## src/gpio_mux_pkg.sv

```systemverilog
// package: register map, pin assignments, reset defaults and types of the pin mux
package gpio_mux_pkg;

  localparam int          NUM_PINS = 13;

  // pin indices
  localparam int          PIN_WAKE_IN   = 0;
  localparam int          PIN_WAKE_STAT = 1;
  localparam int          PIN_LED0      = 2;
  localparam int          PIN_LED1      = 3;
  localparam int          PIN_HOST_WAKE = 4;
  localparam int          PIN_TX        = 6;
  localparam int          PIN_RX        = 7;
  localparam int          PIN_RTS       = 8;
  localparam int          PIN_CTS       = 9;

  // register byte offsets
  localparam logic [7:0]  OFS_CTRL    = 8'h00;
  localparam logic [7:0]  OFS_STATUS  = 8'h04;
  localparam logic [7:0]  OFS_GPIO_DO = 8'h08;
  localparam logic [7:0]  OFS_GPIO_OE = 8'h0c;
  localparam logic [7:0]  OFS_GPIO_DI = 8'h10;
  localparam logic [7:0]  OFS_PIN0    = 8'h20;  // pin n at OFS_PIN0 + 4*n
  localparam logic [7:0]  OFS_PIN_END = 8'h54;  // one word past pin 12 at 8'h50

  // control register fields
  localparam int          CTRL_BOOT_DONE = 0;
  localparam int          CTRL_PIN_CFG   = 1;
  localparam int          CTRL_SLEEP     = 2;
  localparam int          CTRL_WAKE_EN   = 3;
  localparam int          CTRL_LED0_EN   = 4;
  localparam int          CTRL_LED1_EN   = 5;
  localparam int          CTRL_HWAKE_EN  = 6;
  localparam int          CTRL_HWAKE_VAL = 7;
  localparam int          CTRL_LED0_VAL  = 8;
  localparam int          CTRL_LED1_VAL  = 9;

  // status register fields
  localparam int          STAT_SLEEP    = 0;
  localparam int          STAT_BOOTED   = 1;
  localparam int          STAT_CFG_DONE = 2;

  // drive strength codes
  localparam logic [1:0]  DRV_1MA = 2'h0;
  localparam logic [1:0]  DRV_2MA = 2'h1;
  localparam logic [1:0]  DRV_4MA = 2'h2;

  // pull codes
  localparam logic [1:0]  PULL_NONE = 2'h0;
  localparam logic [1:0]  PULL_UP   = 2'h1;
  localparam logic [1:0]  PULL_DOWN = 2'h2;

  // reset defaults: bit set means output / pull-up for that pin; in BOOT_MASK a set bit marks a boot-assigned pin
  localparam logic [12:0] RST_OUT_MASK  = 13'h0142;  // pins 1, 6, 8
  localparam logic [12:0] RST_PULL_MASK = 13'h1c3c;  // pins 2-5, 10-12
  localparam logic [12:0] BOOT_MASK     = 13'h03c2;  // pins 1, 6-9

  localparam logic [1:0]  AXI_OKAY   = 2'h0;
  localparam logic [1:0]  AXI_SLVERR = 2'h2;

  // per-pin pad attributes
  typedef struct packed {
    logic       oe;
    logic [1:0] pull;
    logic [1:0] drive;
  } pad_cfg_t;

  // serial link signals as seen by the core
  typedef struct packed {
    logic tx;
    logic request_to_send_n;
  } link_out_t;

  typedef struct packed {
    logic rx;
    logic clear_to_send_n;
  } link_in_t;

endpackage : gpio_mux_pkg

```

## src/gpio_function_mux.sv

```systemverilog
// pin function multiplexer for i/o pins 0..12 with an axi4-lite register slave
`timescale 1ns/1ps
module gpio_function_mux (
  input  wire logic                              aclk,
  input  wire logic                              aresetn,
  input  wire logic [7:0]                        s_axi_awaddr,
  input  wire logic                              s_axi_awvalid,
  output logic                                   s_axi_awready,
  input  wire logic [31:0]                       s_axi_wdata,
  input  wire logic [3:0]                        s_axi_wstrb,
  input  wire logic                              s_axi_wvalid,
  output logic                                   s_axi_wready,
  output logic [1:0]                             s_axi_bresp,
  output logic                                   s_axi_bvalid,
  input  wire logic                              s_axi_bready,
  input  wire logic [7:0]                        s_axi_araddr,
  input  wire logic                              s_axi_arvalid,
  output logic                                   s_axi_arready,
  output logic [31:0]                            s_axi_rdata,
  output logic [1:0]                             s_axi_rresp,
  output logic                                   s_axi_rvalid,
  input  wire logic                              s_axi_rready,
  input  wire logic [12:0]                       pin_in,
  output logic [12:0]                            pin_out,
  output logic [12:0]                            pin_oe,
  output gpio_mux_pkg::pad_cfg_t [12:0]          pad_cfg,
  input  wire gpio_mux_pkg::link_out_t           link_out,
  output gpio_mux_pkg::link_in_t                 link_in,
  output logic                                   sleep_mode,
  output logic                                   wake_event
);

  logic [9:0]  ctrl_q;
  logic [12:0] gpio_do_q;
  logic [12:0] gpio_oe_q;
  logic [12:0] pull_up_q;
  logic [12:0] pull_dn_q;
  logic [1:0]  drive_q [13];
  logic        sleep_q;
  logic        aw_q, w_q;
  logic [7:0]  awaddr_q;
  logic [31:0] wdata_q;
  logic [3:0]  wstrb_q;
  logic        bvalid_q, rvalid_q;
  logic [1:0]  bresp_q, rresp_q;
  logic [31:0] rdata_q;
  logic        boot_done, pin_cfg, wr_go;
  logic [12:0] gp_mask;

  // decode a pin attribute register address into its pin index, or 13 if none
  function automatic logic [3:0] pin_index(input logic [7:0] addr);
    logic [7:0] rel;
    rel = addr - gpio_mux_pkg::OFS_PIN0;
    if (addr >= gpio_mux_pkg::OFS_PIN0 && addr < gpio_mux_pkg::OFS_PIN_END && addr[1:0] == 2'h0)
      pin_index = rel[5:2];
    else
      pin_index = 4'hd;
  endfunction : pin_index

  // write byte lanes merged into an old word
  function automatic logic [31:0] merge(input logic [31:0] old, input logic [31:0] nw,
                                        input logic [3:0] strb);
    merge = old;
    for (int i = 0; i < 4; i++)
      if (strb[i]) merge[8*i +: 8] = nw[8*i +: 8];
  endfunction : merge

  assign boot_done = ctrl_q[gpio_mux_pkg::CTRL_BOOT_DONE];
  assign pin_cfg   = ctrl_q[gpio_mux_pkg::CTRL_PIN_CFG];
  // pins that act as plain gpio once configured
  assign gp_mask   = ~(gpio_mux_pkg::BOOT_MASK) & 13'h1c20;

  // ---------------- axi4-lite write channel ----------------
  assign s_axi_awready = ~aw_q & ~bvalid_q;
  assign s_axi_wready  = ~w_q & ~bvalid_q;
  assign wr_go         = aw_q & w_q & ~bvalid_q;

  // address and data may arrive in either order; each is latched alone
  always_ff @(posedge aclk) begin
    if (!aresetn) begin
      aw_q     <= 1'b0;
      w_q      <= 1'b0;
      awaddr_q <= 8'h00;
      wdata_q  <= 32'h0000_0000;
      wstrb_q  <= 4'h0;
    end else begin
      if (s_axi_awvalid && s_axi_awready) begin
        aw_q     <= 1'b1;
        awaddr_q <= s_axi_awaddr;
      end else if (wr_go) begin
        aw_q <= 1'b0;
      end
      if (s_axi_wvalid && s_axi_wready) begin
        w_q     <= 1'b1;
        wdata_q <= s_axi_wdata;
        wstrb_q <= s_axi_wstrb;
      end else if (wr_go) begin
        w_q <= 1'b0;
      end
    end
  end

  // write response
  always_ff @(posedge aclk) begin
    if (!aresetn) begin
      bvalid_q <= 1'b0;
      bresp_q  <= gpio_mux_pkg::AXI_OKAY;
    end else if (wr_go) begin
      bvalid_q <= 1'b1;
      if (awaddr_q == gpio_mux_pkg::OFS_CTRL || awaddr_q == gpio_mux_pkg::OFS_GPIO_DO ||
          awaddr_q == gpio_mux_pkg::OFS_GPIO_OE || pin_index(awaddr_q) != 4'hd)
        bresp_q <= gpio_mux_pkg::AXI_OKAY;
      else
        bresp_q <= gpio_mux_pkg::AXI_SLVERR;
    end else if (s_axi_bready) begin
      bvalid_q <= 1'b0;
    end
  end

  assign s_axi_bvalid = bvalid_q;
  assign s_axi_bresp  = bresp_q;

  // control register: boot done and pin configuration are sticky once set
  always_ff @(posedge aclk) begin
    logic [31:0] nw;
    nw = merge({22'h0, ctrl_q}, wdata_q, wstrb_q);
    if (!aresetn) begin
      ctrl_q <= 10'h000;
    end else if (wr_go && awaddr_q == gpio_mux_pkg::OFS_CTRL) begin
      ctrl_q <= nw[9:0];
      ctrl_q[gpio_mux_pkg::CTRL_BOOT_DONE] <= boot_done | nw[gpio_mux_pkg::CTRL_BOOT_DONE];
      ctrl_q[gpio_mux_pkg::CTRL_PIN_CFG]   <= pin_cfg | nw[gpio_mux_pkg::CTRL_PIN_CFG];
    end
  end

  // sleep state: software enters sleep, an enabled wake input leaves it
  always_ff @(posedge aclk) begin
    if (!aresetn) begin
      sleep_q <= 1'b0;
    end else if (wake_event) begin
      sleep_q <= 1'b0;
    end else if (wr_go && awaddr_q == gpio_mux_pkg::OFS_CTRL && wstrb_q[0]) begin
      sleep_q <= wdata_q[gpio_mux_pkg::CTRL_SLEEP];
    end
  end

  // wake wins over a same-cycle sleep request so an edge is never lost
  assign wake_event = sleep_q & pin_cfg & ctrl_q[gpio_mux_pkg::CTRL_WAKE_EN]
                      & pin_in[gpio_mux_pkg::PIN_WAKE_IN];
  assign sleep_mode = sleep_q;

  // per pin gpio data, direction, pull and drive registers
  always_ff @(posedge aclk) begin
    logic [3:0]  idx;
    logic [31:0] nw;
    idx = pin_index(awaddr_q);
    nw  = merge(32'h0, wdata_q, wstrb_q);
    if (!aresetn) begin
      gpio_do_q <= 13'h0000;
      gpio_oe_q <= gpio_mux_pkg::RST_OUT_MASK;
      pull_up_q <= gpio_mux_pkg::RST_PULL_MASK;
      pull_dn_q <= 13'h0000;
      for (int i = 0; i < gpio_mux_pkg::NUM_PINS; i++)
        drive_q[i] <= gpio_mux_pkg::DRV_1MA;
    end else if (wr_go) begin
      if (awaddr_q == gpio_mux_pkg::OFS_GPIO_DO)
        gpio_do_q <= 13'(merge({19'h0, gpio_do_q}, wdata_q, wstrb_q));
      if (awaddr_q == gpio_mux_pkg::OFS_GPIO_OE)
        gpio_oe_q <= 13'(merge({19'h0, gpio_oe_q}, wdata_q, wstrb_q));
      if (idx != 4'hd && wstrb_q[0]) begin
        pull_up_q[idx] <= nw[2:1] == gpio_mux_pkg::PULL_UP;
        pull_dn_q[idx] <= nw[2:1] == gpio_mux_pkg::PULL_DOWN;
        drive_q[idx]   <= (nw[4:3] == 2'h3) ? gpio_mux_pkg::DRV_4MA : nw[4:3];
      end
    end
  end

  // ---------------- pin function mux ----------------
  always_comb begin
    pin_out = gpio_do_q;
    pin_oe  = gpio_oe_q;
    // before configuration, unassigned pins stay at their reset direction
    if (!pin_cfg) begin
      pin_oe  = gpio_mux_pkg::RST_OUT_MASK & ~gpio_mux_pkg::BOOT_MASK;
      pin_out = 13'h0000;
    end else begin
      pin_oe  = gpio_oe_q & gp_mask;
      pin_out = gpio_do_q & gp_mask;
      pin_oe[gpio_mux_pkg::PIN_WAKE_IN] = ~ctrl_q[gpio_mux_pkg::CTRL_WAKE_EN]
                                          & gpio_oe_q[gpio_mux_pkg::PIN_WAKE_IN];
      pin_out[gpio_mux_pkg::PIN_WAKE_IN] = gpio_do_q[gpio_mux_pkg::PIN_WAKE_IN];
      pin_oe[gpio_mux_pkg::PIN_LED0]  = ctrl_q[gpio_mux_pkg::CTRL_LED0_EN];
      pin_out[gpio_mux_pkg::PIN_LED0] = ctrl_q[gpio_mux_pkg::CTRL_LED0_VAL];
      pin_oe[gpio_mux_pkg::PIN_LED1]  = ctrl_q[gpio_mux_pkg::CTRL_LED1_EN];
      pin_out[gpio_mux_pkg::PIN_LED1] = ctrl_q[gpio_mux_pkg::CTRL_LED1_VAL];
      pin_oe[gpio_mux_pkg::PIN_HOST_WAKE]  = ctrl_q[gpio_mux_pkg::CTRL_HWAKE_EN];
      pin_out[gpio_mux_pkg::PIN_HOST_WAKE] = ctrl_q[gpio_mux_pkg::CTRL_HWAKE_VAL];
    end
    // boot-assigned pins; outputs are driven from reset, functions after boot
    pin_oe[gpio_mux_pkg::PIN_WAKE_STAT] = 1'b1;
    pin_oe[gpio_mux_pkg::PIN_TX]        = 1'b1;
    pin_oe[gpio_mux_pkg::PIN_RTS]       = 1'b1;
    pin_oe[gpio_mux_pkg::PIN_RX]        = 1'b0;
    pin_oe[gpio_mux_pkg::PIN_CTS]       = 1'b0;
    pin_out[gpio_mux_pkg::PIN_RX]       = 1'b0;
    pin_out[gpio_mux_pkg::PIN_CTS]      = 1'b0;
    pin_out[gpio_mux_pkg::PIN_WAKE_STAT] = boot_done ? sleep_q : 1'b0;
    pin_out[gpio_mux_pkg::PIN_TX]  = boot_done ? link_out.tx : 1'b1;
    pin_out[gpio_mux_pkg::PIN_RTS] = boot_done ? link_out.request_to_send_n : 1'b1;
  end

  // receive side; idle-high values until boot so the link sees no false start
  assign link_in.rx              = boot_done ? pin_in[gpio_mux_pkg::PIN_RX] : 1'b1;
  assign link_in.clear_to_send_n = boot_done ? pin_in[gpio_mux_pkg::PIN_CTS] : 1'b1;

  // pad attribute vector; pull and drive come from the pin registers for every pin, boot pins included
  always_comb begin
    for (int i = 0; i < gpio_mux_pkg::NUM_PINS; i++) begin
      pad_cfg[i].oe    = pin_oe[i];
      pad_cfg[i].drive = drive_q[i];
      pad_cfg[i].pull  = pull_up_q[i] ? gpio_mux_pkg::PULL_UP :
                         pull_dn_q[i] ? gpio_mux_pkg::PULL_DOWN : gpio_mux_pkg::PULL_NONE;
    end
  end

  // ---------------- axi4-lite read channel ----------------
  assign s_axi_arready = ~rvalid_q;

  always_ff @(posedge aclk) begin
    logic [3:0] idx;
    idx = pin_index(s_axi_araddr);
    if (!aresetn) begin
      rvalid_q <= 1'b0;
      rdata_q  <= 32'h0000_0000;
      rresp_q  <= gpio_mux_pkg::AXI_OKAY;
    end else if (s_axi_arvalid && s_axi_arready) begin
      rvalid_q <= 1'b1;
      rresp_q  <= gpio_mux_pkg::AXI_OKAY;
      rdata_q  <= 32'h0000_0000;
      case (s_axi_araddr)
        gpio_mux_pkg::OFS_CTRL:    rdata_q <= {22'h0, ctrl_q[9:3], sleep_q, ctrl_q[1:0]};
        gpio_mux_pkg::OFS_STATUS:  rdata_q <= {29'h0, pin_cfg, boot_done, sleep_q};
        gpio_mux_pkg::OFS_GPIO_DO: rdata_q <= {19'h0, gpio_do_q};
        gpio_mux_pkg::OFS_GPIO_OE: rdata_q <= {19'h0, gpio_oe_q};
        gpio_mux_pkg::OFS_GPIO_DI: rdata_q <= {19'h0, pin_in};
        default: begin
          if (idx != 4'hd)
            rdata_q <= {27'h0, drive_q[idx], pad_cfg[idx].pull, pin_oe[idx]};
          else
            rresp_q <= gpio_mux_pkg::AXI_SLVERR;
        end
      endcase
    end else if (s_axi_rready) begin
      rvalid_q <= 1'b0;
    end
  end

  assign s_axi_rvalid = rvalid_q;
  assign s_axi_rdata  = rdata_q;
  assign s_axi_rresp  = rresp_q;

endmodule : gpio_function_mux

```

## config.mk

```make
export PLATFORM = sky130hd
export DESIGN_NAME = gpio_function_mux
export DESIGN_NICKNAME = d
export VERILOG_FILES = /design/src/gpio_mux_pkg.sv /design/src/gpio_function_mux.sv
export SDC_FILE = /design/constraint.sdc
export NUM_CORES = 1
export LEC_CHECK = 0
export BUFFER_PORTS_ARGS = -buffer_cell sky130_fd_sc_hd__buf_2
export CORE_MARGIN = 3
export CORE_UTILIZATION = 40
export CTS_BUF_LIST = sky130_fd_sc_hd__clkbuf_16
export CTS_CLUSTER_DIAMETER = 60
export DETAILED_ROUTE_END_ITERATION = 7
export PLACE_DENSITY = 0.65
export SYNTH_ARGS = -nofsm -noshare
export SYNTH_HDL_FRONTEND = slang
export SYNTH_SLANG_ARGS = --single-unit
```

## constraint.sdc

```tcl
create_clock -name aclk -period 1.9 [get_ports aclk]
set_clock_uncertainty 0.05 [all_clocks]
set_input_delay 0.285 -clock aclk [delete_from_list [all_inputs] [get_ports aclk]]
set_output_delay 0.285 -clock aclk [all_outputs]
set_load 0.005 [all_outputs]
```

==> flow_metrics.tcl, run 1 <==
set metrics [dict create \
    whs_ps 47.99 \
    clk_latency_ps 420 \
    maxCapViolCount 0 \
    hold_violations 0 \
    nNetsFinal 1075 \
    dp_cells 1193 \
    die_area_um2 18460 \
    endpoint_kind "flop" \
    postSynthCellCount 788 \
    die_h_um 135.9 \
    fin_cells 1230 \
    ys_async_sr_fraction 0 \
    rsz0062_at_grt "yes" \
    ff_latch_area_um2 2985 \
    cts_inserted_buffers 17 \
    die_x_um 135.9 \
    firstDrtPassIters 6 \
    switchingPower_w 0.001750 \
    slew_viol_final 0 \
    post-route-util 0.5528 \
    vias_per_cell 5.163 \
    share_seq_of_total_power 0.457 \
    detail_route.iter0.violations 742 \
    violations "setup timing" \
    clkTransAtPathRegs_ps 60 \
    multi_input_area_um2 3573 \
    layout.cells.most_common "buf_2" \
    synth-main-ff-cell "dfxtp_1" \
    wl_um 21570 \
    p_int_w 0.004933 \
    initial_core_util 0.4171 \
    synth_edf_count 30 \
    yosysWarnings 0 \
    numPortBuffers 155 \
    crit_type "flop to flop" \
    gp_congestion 0.9333 \
    cp.required_ps 2110 \
    yosys.area.top_type_share 0.3086 \
    cts_tree "built" \
    tightest_slew_ps 661.0 \
    worstPathArrival_ps 2140 \
    via_count 6350 \
    period_needed_ps 1925 \
    worstSetupStartpointType "flop" \
    setup_ws_ps -24.93 \
    grt_pass1_vias 5845 \
    clockPowerShare 0.434 \
    diodes 0 \
    final_cell_area_um2 8941 \
    row_count 46 \
    grtUsageTotal 0.2286 \
    drtAntennaViolNets 0 \
    holdCritPathClass "input pin to flop" \
    layout_common_cells "155 x buf_2, 122 x nand2_1, 102 x dfxtp_1, 75 x nor2_1, 72 x buf_4" \
    io_pins 210 \
    core_um2 16170 \
    top_usage_layer "met2" \
    grt_pass1_wl_um 32570 \
    pwr-share-comb 0.109 \
    antenna_found_initial 0 \
    path_max_fanout 4 \
    vdd_drop_max_mv 0.6305 \
    ys_seq_elements 134 \
    fmax_mhz 519.5 \
    area_growth_pct 32.53 \
    layout-drive-gt1-share 0.3363 \
    use_met2 0.3551 \
    place_area_um2 8153 \
    clockBufferDepth 2 \
    syn_area_um2 6746 \
    drcViolationCount 0 \
    powerDensity_nw_per_um2 747.4 \
    cts_sinks 134 \
    nFillCells 1534 \
    htree_levels 4 \
    met3_usage 0.05033 \
    synth.distinct_cells 62 \
    fin_crit_sh 1.013 \
    slew_headroom 0.5594 \
    setup_viol 19 \
    power.leakage_nw 4.044 \
    root_buffer "clkbuf_16" \
    grt_max_degree 68 \
    dpl_worst_slack_ps -182.3 \
    sw_frac_of_total 0.2619 \
    yosysTopAreaCell "dfxtp_1" \
    synth_seq_area_share 0.4421 \
    hpwl_um 16260 \
    wire_per_inst_um 17.54 \
    syn_avg_cell_area_um2 8.562 \
    ys_top_cells_by_area "dfxtp_1 31%, edfxtp_1 13%, mux2i_1 8.6%" \
    gr-total-overflow 0 \
    use_met1 0.3141 \
    outcome "finished, violations left" \
]
-- path summary, 6_finish.rpt --
kind	endpoint	cells after the start	start	slack [ps]
max	drive_q[0][1]$_SDFFCE_PN0P_	7	awaddr_q[0]$_SDFFE_PN0P_	-20
min	awaddr_q[0]$_SDFFE_PN0P_	3	s_axi_awaddr[0]	50
max reg2reg	drive_q[0][1]$_SDFFCE_PN0P_	7	awaddr_q[0]$_SDFFE_PN0P_	-20
min reg2reg	awaddr_q[0]$_SDFFE_PN0P_	2	awaddr_q[0]$_SDFFE_PN0P_	400
-- routing by layer --
layer	share of wire	wire (um)	vias to the layer above
li1	-	-	3093
met2	0.46	9972	289
met5	0	0	-
met1	0.43	9285	2931
met4	0.023	488	0
met3	0.085	1825	37
-- cell type report --
cell class,instances,area share
Clock buffer,17,0.04758
Clock inverter,15,0.009936
Inverter,9,0.003778
Multi-Input combinational cell,593,0.3997
Sequential cell,134,0.3339
Tap cell,216,0.03023
Timing Repair Buffer,246,0.1749
-- sequential cells by signal, summed over array words and instances (netlist names), 2 cells and up --
signal       flops
pull_up_q       13
s_axi_rdata     13
wstrb_q          2
wdata_q         13
gpio_oe_q       13
pull_dn_q       13
awaddr_q         8
drive_q         30
gpio_do_q       13
ctrl_q           9
-- critical path, cell delays in order, from the launching register on --
cell	delay (ps)
dfxtp_2	310
or3_4	420
buf_6	150
nor3_4	230
and2_4	220
nand2_2	120
buf_4	160
nor2_1	110
-- stage by stage --
step	setup TNS, ps	total power (W)
6_report	-180.1	0.006683
5_1_grt	-3397	0.006909
4_1_cts	-33.21	0.006677
3_5_place_dp	-6027	0.003790
3_3_place_gp	-3606	0.003783
2_1_floorplan	-36.68	0.003520
-- cells by family (layout without fill, tap and decap cells) --
family                 Yosys count  count (layout)  synth area share
AND/OR/NAND/NOR                348             348            0.2439
AO/OA/AOI/OAI                  144             144            0.1313
flip-flops                     134             134            0.4421
buffers and inverters           96             287           0.08086
multiplexers                    63              63           0.09941
other                            2              37          0.001113
XOR/XNOR                         1               1          0.001298
-- cells in the mapped netlist (9+ instances only) --
cell type and instances:
buf_2 13, edfxtp_1 30, clkbuf_1 28, a21oi_1 65, dfxtp_1 104, a211oi_1 11
o21ai_0 25, nand3_1 31, nand2_1 147, a221oi_1 9, and2_1 24, buf_4 43
mux2i_1 58, nor2b_1 20, nor2_1 80
-- repair_timing --
item	4_1_cts	5_1_grt
endpoints found under the hold margin	1	0
buffers inserted	1	3
gates resized for setup	7	62
endpoints found under the setup margin	75	101
pin swaps	2	18
hold buffers	1	0
-- power by group through the flow --
stage	combinational [W]	sequential (W)	clock, W
after CTS	0.000695	0.00305	0.00293
after floorplan	0.000423	0.00310	0
after detailed placement	0.000676	0.00311	0
after global placement	0.000671	0.00311	0
after global routing	0.000797	0.00307	0.00305
final	0.000727	0.00306	0.00290
(Power assumes the default switching activity.)
==> inputs of run 2 (changes only) <==
--- a/config.mk
+++ b/config.mk
@@ -11,6 +11,7 @@
 export CTS_BUF_LIST = sky130_fd_sc_hd__clkbuf_16
 export CTS_CLUSTER_DIAMETER = 60
 export DETAILED_ROUTE_END_ITERATION = 7
+export MAX_ROUTING_LAYER = met4
 export PLACE_DENSITY = 0.65
 export SYNTH_ARGS = -nofsm -noshare
 export SYNTH_HDL_FRONTEND = slang
==> flow_metrics.tcl, run 2 (synthesis results as in run 1) <==
set metrics [dict create \
    outcome "finished, violations left" \
    violations "setup timing" \
    share_seq_of_total_power 0.429 \
    rsz0062_at_grt "yes" \
    row_count 46 \
    drcViolationCount 0 \
    nNetsFinal 1074 \
    fin_crit_sh 1.030 \
    power.leakage_nw 4.073 \
    p_int_w 0.005393 \
    gp_congestion 0.9552 \
    post-route-util 0.5590 \
    cp.required_ps 2130 \
    die_area_um2 18460 \
    crit_type "flop to flop" \
    firstDrtPassIters 5 \
    multi_input_area_um2 3566 \
    clockPowerShare 0.468 \
    root_buffer "clkbuf_16" \
    hpwl_um 16400 \
    total_power_w 0.007125 \
    cts_tree "built" \
    detail_route.iter0.violations 598 \
    worstSetupStartpointType "flop" \
    holdCritPathClass "input pin to flop" \
    cts_sinks 134 \
    powerDensity_nw_per_um2 788.1 \
    die_h_um 135.9 \
    area_growth_pct 34.01 \
    setup_ws_ps -57.41 \
    worstPathArrival_ps 2190 \
    initial_core_util 0.4171 \
    path_max_fanout 4 \
    sw_frac_of_total 0.2431 \
    layout_common_cells "155 x buf_2, 123 x nand2_1, 102 x dfxtp_1, 76 x nor2_1, 71 x buf_4" \
    vdd_drop_max_mv 0.7175 \
    hold_violations 0 \
    maxCapViolCount 0 \
    clockBufferDepth 2 \
    top_register "drive_q" \
    grt_pass1_wl_um 32570 \
    wl_um 21310 \
    whs_ps 44.60 \
    core_um2 16170 \
    die_x_um 135.9 \
    layout-drive-gt1-share 0.3330 \
    io_pins 210 \
    setup_viol 24 \
    htree_levels 4 \
    grt_max_degree 68 \
    nFillCells 1501 \
    antenna_found_initial 0 \
    clkTransAtPathRegs_ps 60 \
    numPortBuffers 155 \
    wire_per_inst_um 17.36 \
    vias_per_cell 5.232 \
    largest_register_ffs 30 \
    gr-total-overflow 0 \
    endpoint_kind "flop" \
    pwr-share-comb 0.103 \
    ff_latch_area_um2 2985 \
    layout.cells.most_common "buf_2" \
    switchingPower_w 0.001732 \
    slew_headroom 0.5734 \
    clk_latency_ps 420 \
    diodes 0 \
    period_needed_ps 1957 \
    grtUsageTotal 0.2353 \
    via_count 6425 \
    cts_inserted_buffers 17 \
    tightest_slew_ps 639.9 \
    grt_pass1_vias 5848 \
    fmax_mhz 510.9 \
    slew_viol_final 0 \
    drtAntennaViolNets 0 \
]
-- run 2: worst max-delay path, stage by stage, from the launching register on --
cell     delay, ps
dfxtp_1        310
or3_4          420
buf_6          150
nor3_4         250
buf_6          140
and2_4         150
nand2_2         80
buf_4          150
mux2i_1        110
-- run 2: layout make-up --
class | instances | area share
clock buffer | 21 | 0.05812
tap | 216 | 0.02989
timing repair buffer | 245 | 0.1741
inverter | 9 | 0.003737
sequential | 134 | 0.3302
clock inverter | 10 | 0.009549
multi-input combinational | 593 | 0.3944
-- run 2: repair_timing --
| item | 4_1_cts | 5_1_grt |
|---|---|---|
| cloned | 0 | 0 |
| setup endpoints to repair | 58 | 75 |
| pin swaps | 0 | 17 |
| hold endpoints to repair | 1 | 0 |
| buffers inserted | 1 | 1 |
| gates resized for setup | 9 | 54 |
| hold buffers | 1 | 0 |
-- run 2: worst paths after layout --
| check | cells after the start | slack (ps) | startpoint | to |
|---|---|---|---|---|
| setup reg to reg | 8 | -60 | awaddr_q[7]$_SDFFE_PN0P_ | pull_up_q[5]$_SDFFE_PN1P_ |
| setup / recovery | 8 | -60 | awaddr_q[7]$_SDFFE_PN0P_ | pull_up_q[5]$_SDFFE_PN1P_ |
| hold reg to reg | 2 | 400 | awaddr_q[0]$_SDFFE_PN0P_ | awaddr_q[0]$_SDFFE_PN0P_ |
| hold / removal | 3 | 40 | s_axi_awaddr[0] | awaddr_q[0]$_SDFFE_PN0P_ |
-- run 2: routing by layer --
layer | GRT usage | share of wire | vias to the layer above
li1 | - | - | 3102
met1 | 0.3203 | 0.44 | 2970
met2 | 0.3556 | 0.45 | 307
met3 | 0.04626 | 0.083 | 46
met4 | 0.07335 | 0.025 | 0
met5 | - | 0 | -
-- run 2: stage by stage --
stage	setup WS, ps	setup TNS (ps)	std cells	area (um^2)
after floorplan	-36.68	-36.68	823	6934
after detailed placement	-176.6	-3575	1194	8173
after global placement	-110.6	-1879	1194	8173
final	-57.41	-656.4	1228	9041
after global routing	-102.9	-3059	1228	9041
after CTS	1.627	0	1227	8838
-- run 2: power by group through the flow --
| stage | logic (W) | clock network [W] | registers [W] |
|---|---|---|---|
| final | 0.000734 | 0.00334 | 0.00305 |
| after CTS | 0.000695 | 0.00337 | 0.00305 |
| after floorplan | 0.000423 | 0 | 0.00310 |
| after global routing | 0.000802 | 0.00350 | 0.00306 |
| after global placement | 0.000676 | 0 | 0.00311 |
| after detailed placement | 0.000680 | 0 | 0.00311 |
